==> src/verilog/atp_consts.vh <==
// Purpose: constants of the audio timer/pwm unit
// Assumes: registers are one 32-bit word each, data in bits 7..0
// Notes:   definitions only
`ifndef ATP_CONSTS_VH
`define ATP_CONSTS_VH

// register word indexes, byte address = 4 * index
`define ATP_IDX_W        4
`define ATP_IDX_CTRL0    4'h0
`define ATP_IDX_CTRL1    4'h1
`define ATP_IDX_CNT_LO   4'h2
`define ATP_IDX_CNT_HI   4'h3
`define ATP_IDX_CMPA_LO  4'h4
`define ATP_IDX_CMPA_HI  4'h5
`define ATP_IDX_CMPB_LO  4'h6
`define ATP_IDX_CMPB_HI  4'h7
`define ATP_IDX_PERIOD   4'h8
`define ATP_IDX_STATUS   4'h9

// control 0 fields
`define ATP_C0_PAUSE     7
`define ATP_C0_CK_HI     6
`define ATP_C0_CK_LO     4
`define ATP_C0_ON        3
`define ATP_C0_SUB       0
// control 1 fields
`define ATP_C1_MODE_HI   7
`define ATP_C1_MODE_LO   6
`define ATP_C1_IO_HI     5
`define ATP_C1_IO_LO     4
`define ATP_C1_OC        3
`define ATP_C1_POL       2
`define ATP_C1_SWAP      1
`define ATP_C1_CCLR      0
// status fields, write one to clear
`define ATP_ST_AF        0
`define ATP_ST_PF        1

`define ATP_RST_BYTE     8'h00
`define ATP_RST_CNT      10'h000

// operating modes
`define ATP_MODE_CMP     2'b00
`define ATP_MODE_PWM     2'b10
`define ATP_MODE_TMR     2'b11
// pin function, compare mode
`define ATP_IO_NONE      2'b00
`define ATP_IO_LOW       2'b01
`define ATP_IO_HIGH      2'b10
`define ATP_IO_TOGGLE    2'b11
// pin function, pwm mode
`define ATP_IO_INACT     2'b00
`define ATP_IO_ACT       2'b01
`define ATP_IO_WAVE      2'b10

// clock select codes
`define ATP_CK_SYS4      3'b000
`define ATP_CK_SYS       3'b001
`define ATP_CK_H16       3'b010
`define ATP_CK_H64       3'b011
`define ATP_CK_SUB       3'b100
`define ATP_CK_H         3'b101
`define ATP_CK_EXT_R     3'b110
`define ATP_CK_EXT_F     3'b111

`endif

==> src/verilog/atp_clk_sel.v <==
// Purpose: counting enable from the selected clock source
// Assumes: high clock equals the system clock
// Notes:   one-cycle enable pulses, no second clock domain
`timescale 1ns/1ps
`include "atp_consts.vh"

module atp_clk_sel #(
  parameter SUB_DIV = 763
) (
  input  wire       clk_i,
  input  wire       rst_i,
  input  wire [2:0] sel_i,
  input  wire       ext_clk_i,
  output reg        tick_o
);

  reg  [5:0]  pre_q;
  reg  [12:0] sub_q;
  reg         sync1_q;
  reg         sync2_q;
  reg         sync3_q;
  reg         tick_d;
  wire        sub_end = (sub_q == SUB_DIV - 1);

  ////////////////////////////////////////////////////////////
  always @(posedge clk_i)
  begin
    if (rst_i)
    begin
      pre_q   <= 6'h00;
      sub_q   <= 13'h0000;
      sync1_q <= 1'b0;
      sync2_q <= 1'b0;
      sync3_q <= 1'b0;
      tick_o  <= 1'b0;
    end
    else
    begin
      pre_q   <= pre_q + 6'h01;
      sub_q   <= sub_end ? 13'h0000 : sub_q + 13'h0001;
      sync1_q <= ext_clk_i;
      sync2_q <= sync1_q;
      sync3_q <= sync2_q;
      tick_o  <= tick_d;
    end
  end

  // edge taken from the second and third stages only
  always @*
  begin
    case (sel_i)
      `ATP_CK_SYS4:  tick_d = &pre_q[1:0];
      `ATP_CK_SYS:   tick_d = 1'b1;
      `ATP_CK_H16:   tick_d = &pre_q[3:0];
      `ATP_CK_H64:   tick_d = &pre_q[5:0];
      `ATP_CK_SUB:   tick_d = sub_end;
      `ATP_CK_H:     tick_d = 1'b1;
      `ATP_CK_EXT_R: tick_d = sync2_q & ~sync3_q;
      `ATP_CK_EXT_F: tick_d = ~sync2_q & sync3_q;
      default:       tick_d = 1'b0;
    endcase
  end

endmodule // atp_clk_sel

==> src/verilog/atp_pwm_gen.v <==
// Purpose: one pwm channel level from counter and duty
// Assumes: counter cleared by the period match
// Notes:   combinational, registered by the caller
`timescale 1ns/1ps
`include "atp_consts.vh"

module atp_pwm_gen #(
  parameter CW = 10
) (
  input  wire [CW-1:0] cnt_i,
  input  wire [CW-1:0] duty_i,
  input  wire [1:0]    io_i,
  input  wire          oc_i,
  input  wire          pol_i,
  output reg           level_o
);

  // duty at or above the period gives a full active level
  wire active = (cnt_i < duty_i);

  always @*
  begin
    case (io_i)
      `ATP_IO_WAVE: level_o = active ? oc_i : ~oc_i;
      `ATP_IO_ACT:  level_o = oc_i;
      default:      level_o = ~oc_i;
    endcase
    level_o = level_o ^ pol_i;
  end

endmodule // atp_pwm_gen

==> src/verilog/atp_timer.v <==
// Purpose: 10-bit audio timer with compare, timer and pwm modes
// Assumes: classic wishbone slave, 32-bit data, 8-bit registers
// Notes:   flags are sticky status bits, no interrupt output
`timescale 1ns/1ps
`include "atp_consts.vh"

module atp_timer #(
  parameter SUB_DIV = 763,
  parameter CW      = 10,
  parameter PW      = 8
) (
  input  wire        clk_i,
  input  wire        rst_i,
  input  wire        wb_cyc_i,
  input  wire        wb_stb_i,
  input  wire        wb_we_i,
  input  wire [5:0]  wb_adr_i,
  input  wire [3:0]  wb_sel_i,
  input  wire [31:0] wb_dat_i,
  output reg  [31:0] wb_dat_o,
  output reg         wb_ack_o,
  input  wire        external_clock_input_i,
  output reg         main_output_o,
  output reg         inverted_output_o,
  output reg         audio_pwm_out_1_o,
  output reg         audio_pwm_out_2_o
);

  ////////////////////////////////////////////////////////////
  // register state

  reg          counter_pause_q;
  reg  [2:0]   clock_select_q;
  reg          timer_on_q;
  reg          pwm_submode_select_q;
  reg  [1:0]   operating_mode_field_q;
  reg  [1:0]   pin_function_field_q;
  reg          output_control_q;
  reg          output_polarity_q;
  reg          period_duty_swap_q;
  reg          counter_clear_select_q;
  reg  [CW-1:0] compare_a_value_q;
  reg  [CW-1:0] compare_b_value_q;
  reg  [PW-1:0] period_value_q;
  reg          compare_a_flag_q;
  reg          compare_p_flag_q;

  reg  [CW-1:0] cnt_q;
  reg          on_prev_q;
  reg          cmp_out_q;

  ////////////////////////////////////////////////////////////
  // bus decode

  wire [`ATP_IDX_W-1:0] idx = wb_adr_i[5:2];
  wire        req  = wb_cyc_i & wb_stb_i & ~wb_ack_o;
  wire        wr   = req & wb_we_i & wb_sel_i[0];
  wire [7:0]  wd   = wb_dat_i[7:0];
  wire        wr_c0 = wr & (idx == `ATP_IDX_CTRL0);
  wire        wr_c1 = wr & (idx == `ATP_IDX_CTRL1);
  wire        wr_st = wr & (idx == `ATP_IDX_STATUS);

  ////////////////////////////////////////////////////////////
  // mode decode

  wire mode_cmp = (operating_mode_field_q == `ATP_MODE_CMP);
  wire mode_pwm = (operating_mode_field_q == `ATP_MODE_PWM);
  wire mode_tmr = (operating_mode_field_q == `ATP_MODE_TMR);
  wire audio    = mode_pwm & pwm_submode_select_q;

  ////////////////////////////////////////////////////////////
  // counting enable

  wire tick;

  atp_clk_sel #(
    .SUB_DIV (SUB_DIV)
  ) u_clk_sel (
    .clk_i     (clk_i),
    .rst_i     (rst_i),
    .sel_i     (clock_select_q),
    .ext_clk_i (external_clock_input_i),
    .tick_o    (tick)
  );

  ////////////////////////////////////////////////////////////
  // comparators

  wire          on_rise = timer_on_q & ~on_prev_q;
  wire          run     = timer_on_q & ~counter_pause_q;
  wire          step    = run & tick;
  wire [CW-1:0] cnt_inc = cnt_q + {{(CW-1){1'b0}}, 1'b1};
  // period sits on the upper bits, so matches fall on multiples of four;
  // a zero period matches only at the wrap, giving 1024 clocks
  wire [CW-1:0] per_full = {period_value_q, 2'b00};
  wire          hit_p   = step & (cnt_inc == per_full);
  // a zero compare A never matches, the counter just overflows
  wire          hit_a   = step & (cnt_inc == compare_a_value_q) &
                          (compare_a_value_q != {CW{1'b0}});

  reg clr_match;
  reg set_pf;

  always @*
  begin
    if (mode_pwm)
    begin
      // clear select unused in pwm; swap picks which value sets the period
      clr_match = period_duty_swap_q ? hit_a : hit_p;
      set_pf    = hit_p;
    end
    else
    begin
      clr_match = counter_clear_select_q ? hit_a : hit_p;
      set_pf    = hit_p & ~counter_clear_select_q;
    end
  end

  ////////////////////////////////////////////////////////////
  // counter

  always @(posedge clk_i)
  begin
    if (rst_i)
    begin
      cnt_q     <= `ATP_RST_CNT;
      on_prev_q <= 1'b0;
    end
    else
    begin
      on_prev_q <= timer_on_q;
      if (on_rise)
        cnt_q <= `ATP_RST_CNT;
      else if (clr_match)
        cnt_q <= `ATP_RST_CNT;
      else if (step)
        cnt_q <= cnt_inc;
    end
  end

  ////////////////////////////////////////////////////////////
  // compare-mode output state

  always @(posedge clk_i)
  begin
    if (rst_i)
      cmp_out_q <= 1'b0;
    else if (on_rise)
      cmp_out_q <= output_control_q;
    else if (mode_cmp & hit_a)
    begin
      // requesting the level already held leaves the pin unchanged
      case (pin_function_field_q)
        `ATP_IO_LOW:    cmp_out_q <= 1'b0;
        `ATP_IO_HIGH:   cmp_out_q <= 1'b1;
        `ATP_IO_TOGGLE: cmp_out_q <= ~cmp_out_q;
        default:        cmp_out_q <= cmp_out_q;
      endcase
    end
  end

  ////////////////////////////////////////////////////////////
  // pwm channels

  wire [CW-1:0] duty1 = (period_duty_swap_q & ~audio) ?
                        per_full : compare_a_value_q;
  wire          lvl1;
  wire          lvl2;

  atp_pwm_gen #(
    .CW (CW)
  ) u_pwm1 (
    .cnt_i   (cnt_q),
    .duty_i  (duty1),
    .io_i    (pin_function_field_q),
    .oc_i    (output_control_q),
    .pol_i   (output_polarity_q),
    .level_o (lvl1)
  );

  atp_pwm_gen #(
    .CW (CW)
  ) u_pwm2 (
    .cnt_i   (cnt_q),
    .duty_i  (compare_b_value_q),
    .io_i    (pin_function_field_q),
    .oc_i    (output_control_q),
    .pol_i   (output_polarity_q),
    .level_o (lvl2)
  );

  ////////////////////////////////////////////////////////////
  // output pins

  reg main_d;

  always @*
  begin
    if (mode_pwm)
      main_d = lvl1;
    else if (mode_tmr)
      main_d = cmp_out_q;  // pin unused here, level held for safety
    else
      main_d = cmp_out_q ^ output_polarity_q;
  end

  always @(posedge clk_i)
  begin
    if (rst_i)
    begin
      main_output_o     <= 1'b0;
      inverted_output_o <= 1'b1;
      audio_pwm_out_1_o <= 1'b0;
      audio_pwm_out_2_o <= 1'b0;
    end
    else if (audio)
    begin
      main_output_o     <= 1'b0;
      inverted_output_o <= 1'b0;
      audio_pwm_out_1_o <= lvl1;
      audio_pwm_out_2_o <= lvl2;
    end
    else
    begin
      main_output_o     <= main_d;
      inverted_output_o <= ~main_d;
      audio_pwm_out_1_o <= 1'b0;
      audio_pwm_out_2_o <= 1'b0;
    end
  end

  ////////////////////////////////////////////////////////////
  // control registers

  always @(posedge clk_i)
  begin
    if (rst_i)
    begin
      counter_pause_q        <= 1'b0;
      clock_select_q         <= `ATP_CK_SYS4;
      timer_on_q             <= 1'b0;
      pwm_submode_select_q   <= 1'b0;
      operating_mode_field_q <= `ATP_MODE_CMP;
      pin_function_field_q   <= `ATP_IO_NONE;
      output_control_q       <= 1'b0;
      output_polarity_q      <= 1'b0;
      period_duty_swap_q     <= 1'b0;
      counter_clear_select_q <= 1'b0;
    end
    else
    begin
      if (wr_c0)
      begin
        counter_pause_q      <= wd[`ATP_C0_PAUSE];
        clock_select_q       <= wd[`ATP_C0_CK_HI:`ATP_C0_CK_LO];
        timer_on_q           <= wd[`ATP_C0_ON];
        pwm_submode_select_q <= wd[`ATP_C0_SUB];
      end
      if (wr_c1)
      begin
        operating_mode_field_q <= wd[`ATP_C1_MODE_HI:`ATP_C1_MODE_LO];
        pin_function_field_q   <= wd[`ATP_C1_IO_HI:`ATP_C1_IO_LO];
        output_control_q       <= wd[`ATP_C1_OC];
        output_polarity_q      <= wd[`ATP_C1_POL];
        period_duty_swap_q     <= wd[`ATP_C1_SWAP];
        counter_clear_select_q <= wd[`ATP_C1_CCLR];
      end
      // audio mode forces the swap bit low, overriding a write
      if (audio)
        period_duty_swap_q <= 1'b0;
    end
  end

  ////////////////////////////////////////////////////////////
  // compare and period registers

  always @(posedge clk_i)
  begin
    if (rst_i)
    begin
      compare_a_value_q <= {CW{1'b0}};
      compare_b_value_q <= {CW{1'b0}};
      period_value_q    <= `ATP_RST_BYTE;
    end
    else if (wr)
    begin
      case (idx)
        `ATP_IDX_CMPA_LO: compare_a_value_q[7:0]    <= wd;
        `ATP_IDX_CMPA_HI: compare_a_value_q[CW-1:8] <= wd[CW-9:0];
        `ATP_IDX_CMPB_LO: compare_b_value_q[7:0]    <= wd;
        `ATP_IDX_CMPB_HI: compare_b_value_q[CW-1:8] <= wd[CW-9:0];
        `ATP_IDX_PERIOD:  period_value_q            <= wd;
        default:          period_value_q            <= period_value_q;
      endcase
    end
  end

  ////////////////////////////////////////////////////////////
  // match flags, a new event wins over a clear in the same cycle

  wire clr_af = wr_st & wd[`ATP_ST_AF];
  wire clr_pf = wr_st & wd[`ATP_ST_PF];

  always @(posedge clk_i)
  begin
    if (rst_i | on_rise)
    begin
      compare_a_flag_q <= 1'b0;
      compare_p_flag_q <= 1'b0;
    end
    else
    begin
      if (hit_a)
        compare_a_flag_q <= 1'b1;
      else if (clr_af)
        compare_a_flag_q <= 1'b0;
      if (set_pf)
        compare_p_flag_q <= 1'b1;
      else if (clr_pf)
        compare_p_flag_q <= 1'b0;
    end
  end

  ////////////////////////////////////////////////////////////
  // read mux and acknowledge

  reg [7:0] rd;

  always @*
  begin
    rd = `ATP_RST_BYTE;
    case (idx)
      `ATP_IDX_CTRL0:   rd = {counter_pause_q, clock_select_q, timer_on_q,
                              2'b00, pwm_submode_select_q};
      `ATP_IDX_CTRL1:   rd = {operating_mode_field_q, pin_function_field_q,
                              output_control_q, output_polarity_q,
                              period_duty_swap_q, counter_clear_select_q};
      `ATP_IDX_CNT_LO:  rd = cnt_q[7:0];
      `ATP_IDX_CNT_HI:  rd = {6'h00, cnt_q[CW-1:8]};
      `ATP_IDX_CMPA_LO: rd = compare_a_value_q[7:0];
      `ATP_IDX_CMPA_HI: rd = {6'h00, compare_a_value_q[CW-1:8]};
      `ATP_IDX_CMPB_LO: rd = compare_b_value_q[7:0];
      `ATP_IDX_CMPB_HI: rd = {6'h00, compare_b_value_q[CW-1:8]};
      `ATP_IDX_PERIOD:  rd = period_value_q;
      `ATP_IDX_STATUS:  rd = {6'h00, compare_p_flag_q, compare_a_flag_q};
      default:          rd = `ATP_RST_BYTE;
    endcase
  end

  // unmapped words answer with zero and ignore writes
  always @(posedge clk_i)
  begin
    if (rst_i)
    begin
      wb_ack_o <= 1'b0;
      wb_dat_o <= 32'h0000_0000;
    end
    else
    begin
      wb_ack_o <= req;
      if (req)
        wb_dat_o <= {24'h00_0000, rd};
    end
  end

endmodule // atp_timer
==> config.mk <==
export PLATFORM = sky130hd
export DESIGN_NAME = atp_timer
export DESIGN_NICKNAME = d
export VERILOG_FILES = /design/src/verilog/atp_clk_sel.v /design/src/verilog/atp_pwm_gen.v /design/src/verilog/atp_timer.v
export VERILOG_INCLUDE_DIRS = /design/src /design/src/verilog
export SDC_FILE = /design/constraint.sdc
export NUM_CORES = 1
export LEC_CHECK = 0
export BUFFER_PORTS_ARGS = -buffer_cell sky130_fd_sc_hd__buf_2
export CAP_MARGIN = 5
export CORE_ASPECT_RATIO = 0.75
export CORE_MARGIN = 4
export CORE_UTILIZATION = 34
export DETAILED_ROUTE_END_ITERATION = 16
export PLACE_DENSITY_LB_ADDON = 0.25
export SYNTH_ARGS = -nofsm -noshare
export SYNTH_HDL_FRONTEND = slang
export SYNTH_HIERARCHICAL = 1
export SYNTH_SLANG_ARGS = --single-unit
==> constraint.sdc <==
create_clock -name clk_i -period 6.7 [get_ports clk_i]
set_input_delay 0.335 -clock clk_i [delete_from_list [all_inputs] [get_ports clk_i]]
set_output_delay 0.335 -clock clk_i [all_outputs]
set_load 0.01 [all_outputs]
==> summary.txt <==
Synthesis
  – Most frequent cell after synthesis: dfxtp_1
  – Top cells by area, synth: dfxtp_1 (32%), mux2i_1 (9.1%), ha_1 (5.8%)
  – Post-synthesis sequential area ratio: roughly a third
  – Synth top cells by count: dfxtp_1 (92), nor2_1 (87), mux2i_1 (53), inv_1 (34), nand2_1 (33)
  – Count of different cell masters after synthesis: just under 80
  – Area leader, netlist: dfxtp_1
  – Gate Count Post-Synth: between 600 and 700
  – Syn Area/Cell: 8.68 um^2
  – Synth top area share: a little under a third
  – Post-synthesis register bit count: 92
  – Synth Cell Area: ~5800 um^2
  – Async SR Flop Fraction: 0%
  – Top_reg_cell synth: dfxtp_1
  – Syn. warnings: 6
  – Post-synth EDFFs: 0

Finish
  – Non-Filler Instances: roughly 900
  – Final instance area: 6320 um^2
  – Filler instances: about 1700
  – Share of cells above drive strength 1: roughly 13%
  – Number of antenna repair diodes: 0
  – Register area: ~1800 um^2
  – P&R area growth vs syn: 8.60%
  – Final Net Count: between 700 and 800
  – Area of the multi-input gates: 3600 um^2

Setup path
  – Critical Path RT: 7.00 ns
  – Crit. End Element: register
  – Worst-path fanout max: 10
  – Startpoint class of the critical path: register
  – CP Data Arrival Time: ~3.8 ns
  – Critical path class: reg -> reg
  – R2r worst-path depth: 14

STA
  – Layout Skew: around 0.0079 ns
  – Fin crit share: 52.9%
  – Post-route minimum period: between 3 and 4 ns
  – Slew margin rel.: approximately 30%
  – Slack of the critical path: 3.16 ns
  – Slew Limit Fails: 0
  – Measured slew at the worst slew-check pin: 1.05 ns
  – Final setup TNS: 0 ns
  – F_max: between 200 and 300 MHz
  – RSZ-0062 raised after global routing: false
  – Final Setup Violations: 0
  – Fin Hold WS: ~0.2 ns
  – Fin. Hold Viols: 0

Clock tree
  – Reg clk slew, reported paths: about 0.070 ns
  – Sink Count: slightly above 90
  – Clk buf depth: 2
  – Cts hold-fix bufs: 0
  – Number of H-tree levels: 3
  – TritonCTS Buffers: 9
  – CTS tree: done
  – Clock root cell: clkbuf_16
  – CTS resizes: 0
  – Setup Fix Bufs, Post-CTS: 0
  – Skew-Pair Late Insertion Delay: approximately 0.35 ns

Placement
  – Pre-CTS WS: 3.21 ns
  – Placed cell area: 6000 um^2
  – Routability cong.: between 0.9 and 1
  – Port bufs: 31
  – Hpwl dp: 12000 um
  – Placed Cells incl. Taps: between 800 and 900

Power
  – Internal Power: about 0.9 mW
  – Clock share of power: between 40 and 50%
  – Gate power share: between 5 and 6%
  – Leakage: 2.27 nW
  – Power Density: about 180 nW/um^2
  – Sequential share of power: between 40 and 50%
  – Sw Pwr: 0.290 mW
  – Sw Ratio: 24.9%
  – Max VDD drop: around 110 uV

Min path
  – Hold Path Depth: 2
  – HP Class: in -> reg

Route
  – Initial DRC count: between 500 and 600
  – Vias per cell: between 5 and 6
  – Drt total wl: around 16000 um
  – Antenna-violating nets left: 0
  – Detail-routed net length per standard cell: ~18 um
  – Vias: 4874
  – Post-route DRC: 0
  – Drt pass-1 iters: 5

Floorplan
  – Boundary Pins: between 80 and 90
  – Die area: between 15000 and 20000 um^2
  – Die width: between 150 and 200 um
  – Starting Density: 34.6%
  – Core area: ~17000 um^2
  – Die height: around 120 um
  – Core Rows: between 40 and 50

GRT
  – Initial antenna violation count: 0
  – Total grt overflow: 0
  – Global-route wire length before repair: between 20000 and 25000 um
  – Grt peak-use layer: met1
  – Largest net degree at the start of global routing: 70
  – Grt met2 use: 23.7%
  – GR Util All Layers: between 10% and 20%
  – Vias in the first global route: between 4000 and 5000
  – Met1 Track Usage GR: about a quarter
  – Grt met3 use: under 10%

Run status
  – Status: complete, no violations

Run
  – Max-cap violations: 0
==> per-stage QoR <==
step	power [mW]	utilization, %
3_3_place_gp	0.625	35.7
3_5_place_dp	0.627	35.7
5_1_grt	1.21	37.6
6_report	1.17	37.6
4_1_cts	1.18	37.6
2_1_floorplan	0.619	-
==> power by group through the flow <==
stage | Combinational (mW) | Sequential [mW] | Clock, mW
final | 0.0595 | 0.556 | 0.552
after floorplan | 0.0520 | 0.567 | 0
after global routing | 0.0650 | 0.556 | 0.587
after CTS | 0.0586 | 0.556 | 0.565
after global placement | 0.0572 | 0.568 | 0
after detailed placement | 0.0584 | 0.569 | 0
==> area by class of cell <==
type | instances | area share, %
Clock buffer | 10 | 3.78
Clock inverter | 6 | 1.25
Multi-Input combinational cell | 514 | 57.0
Inverter | 34 | 2.02
Tap cell | 215 | 4.25
Sequential cell | 92 | 29.1
Timing Repair Buffer | 32 | 2.57
==> cell usage in the layout, fill, tap and decap left out, drive strengths merged, types with 11 or more instances in the layout <==
| cell | instances |
|---|---|
| xnor2 | 25 |
| a21oi | 23 |
| nor3 | 21 |
| xor2 | 13 |
| buf | 32 |
| a22oi | 11 |
| or3 | 17 |
| mux2i | 53 |
| dfxtp | 92 |
| nand2 | 34 |
| nand3 | 15 |
| nor2b | 18 |
| conb | 24 |
| inv | 38 |
| o21ai | 16 |
| nor2 | 88 |
| ha | 27 |
==> worst paths after layout <==
check	to	startpoint	slack (ns)
setup reg to reg	main_output_o	operating_mode_field_q[1]	3.16
hold reg to reg	u_clk_sel/pre_q[0]	u_clk_sel/pre_q[0]	0.44
setup / recovery	main_output_o	operating_mode_field_q[1]	3.16
hold / removal	u_clk_sel/sync1_q	external_clock_input_i	0.20
==> layer usage <==
layer / vias to the layer above / wire, um
met1: 2313 / 7760
met4: 0 / 133
met2: 190 / 6630
met5: - / 0
li1: 2356 / -
met3: 15 / 1570
==> cells by family after synthesis <==
| family | share of synthesized area [%] |
|---|---|
| fa+ha+maj | 5.80 |
| compound gates | 12.5 |
| xor+xnor | 6.23 |
| other cells | 0.0644 |
| mux | 11.9 |
| buf+inv | 7.95 |
| flops | 31.6 |
| simple gates | 23.9 |
==> worst max-delay path: stages, from the launching register on <==
cell	delay, ns
dfxtp_1	0.49
nor2b_1	0.33
nand2_1	0.15
nand2_1	0.35
mux2_2	0.39
inv_1	0.06
ha_1	0.24
a21oi_1	0.17
a211oi_1	0.11
or3_1	0.35
a211o_1	0.24
nand2_1	0.09
mux2i_1	0.07
a211oi_1	0.29
and2_1	0.16
==> flip-flops by register name, summed over array words and instances, names as in the netlist, 2 cells and up <==
signal,flops
u_clk_sel/pre_q,6
operating_mode_field_q,2
pin_function_field_q,2
u_clk_sel/sub_q,13
compare_a_value_q,10
cnt_q,10
clock_select_q,3
compare_b_value_q,10
wb_dat_o,8
period_value_q,8
(Power assumes the default switching activity.)
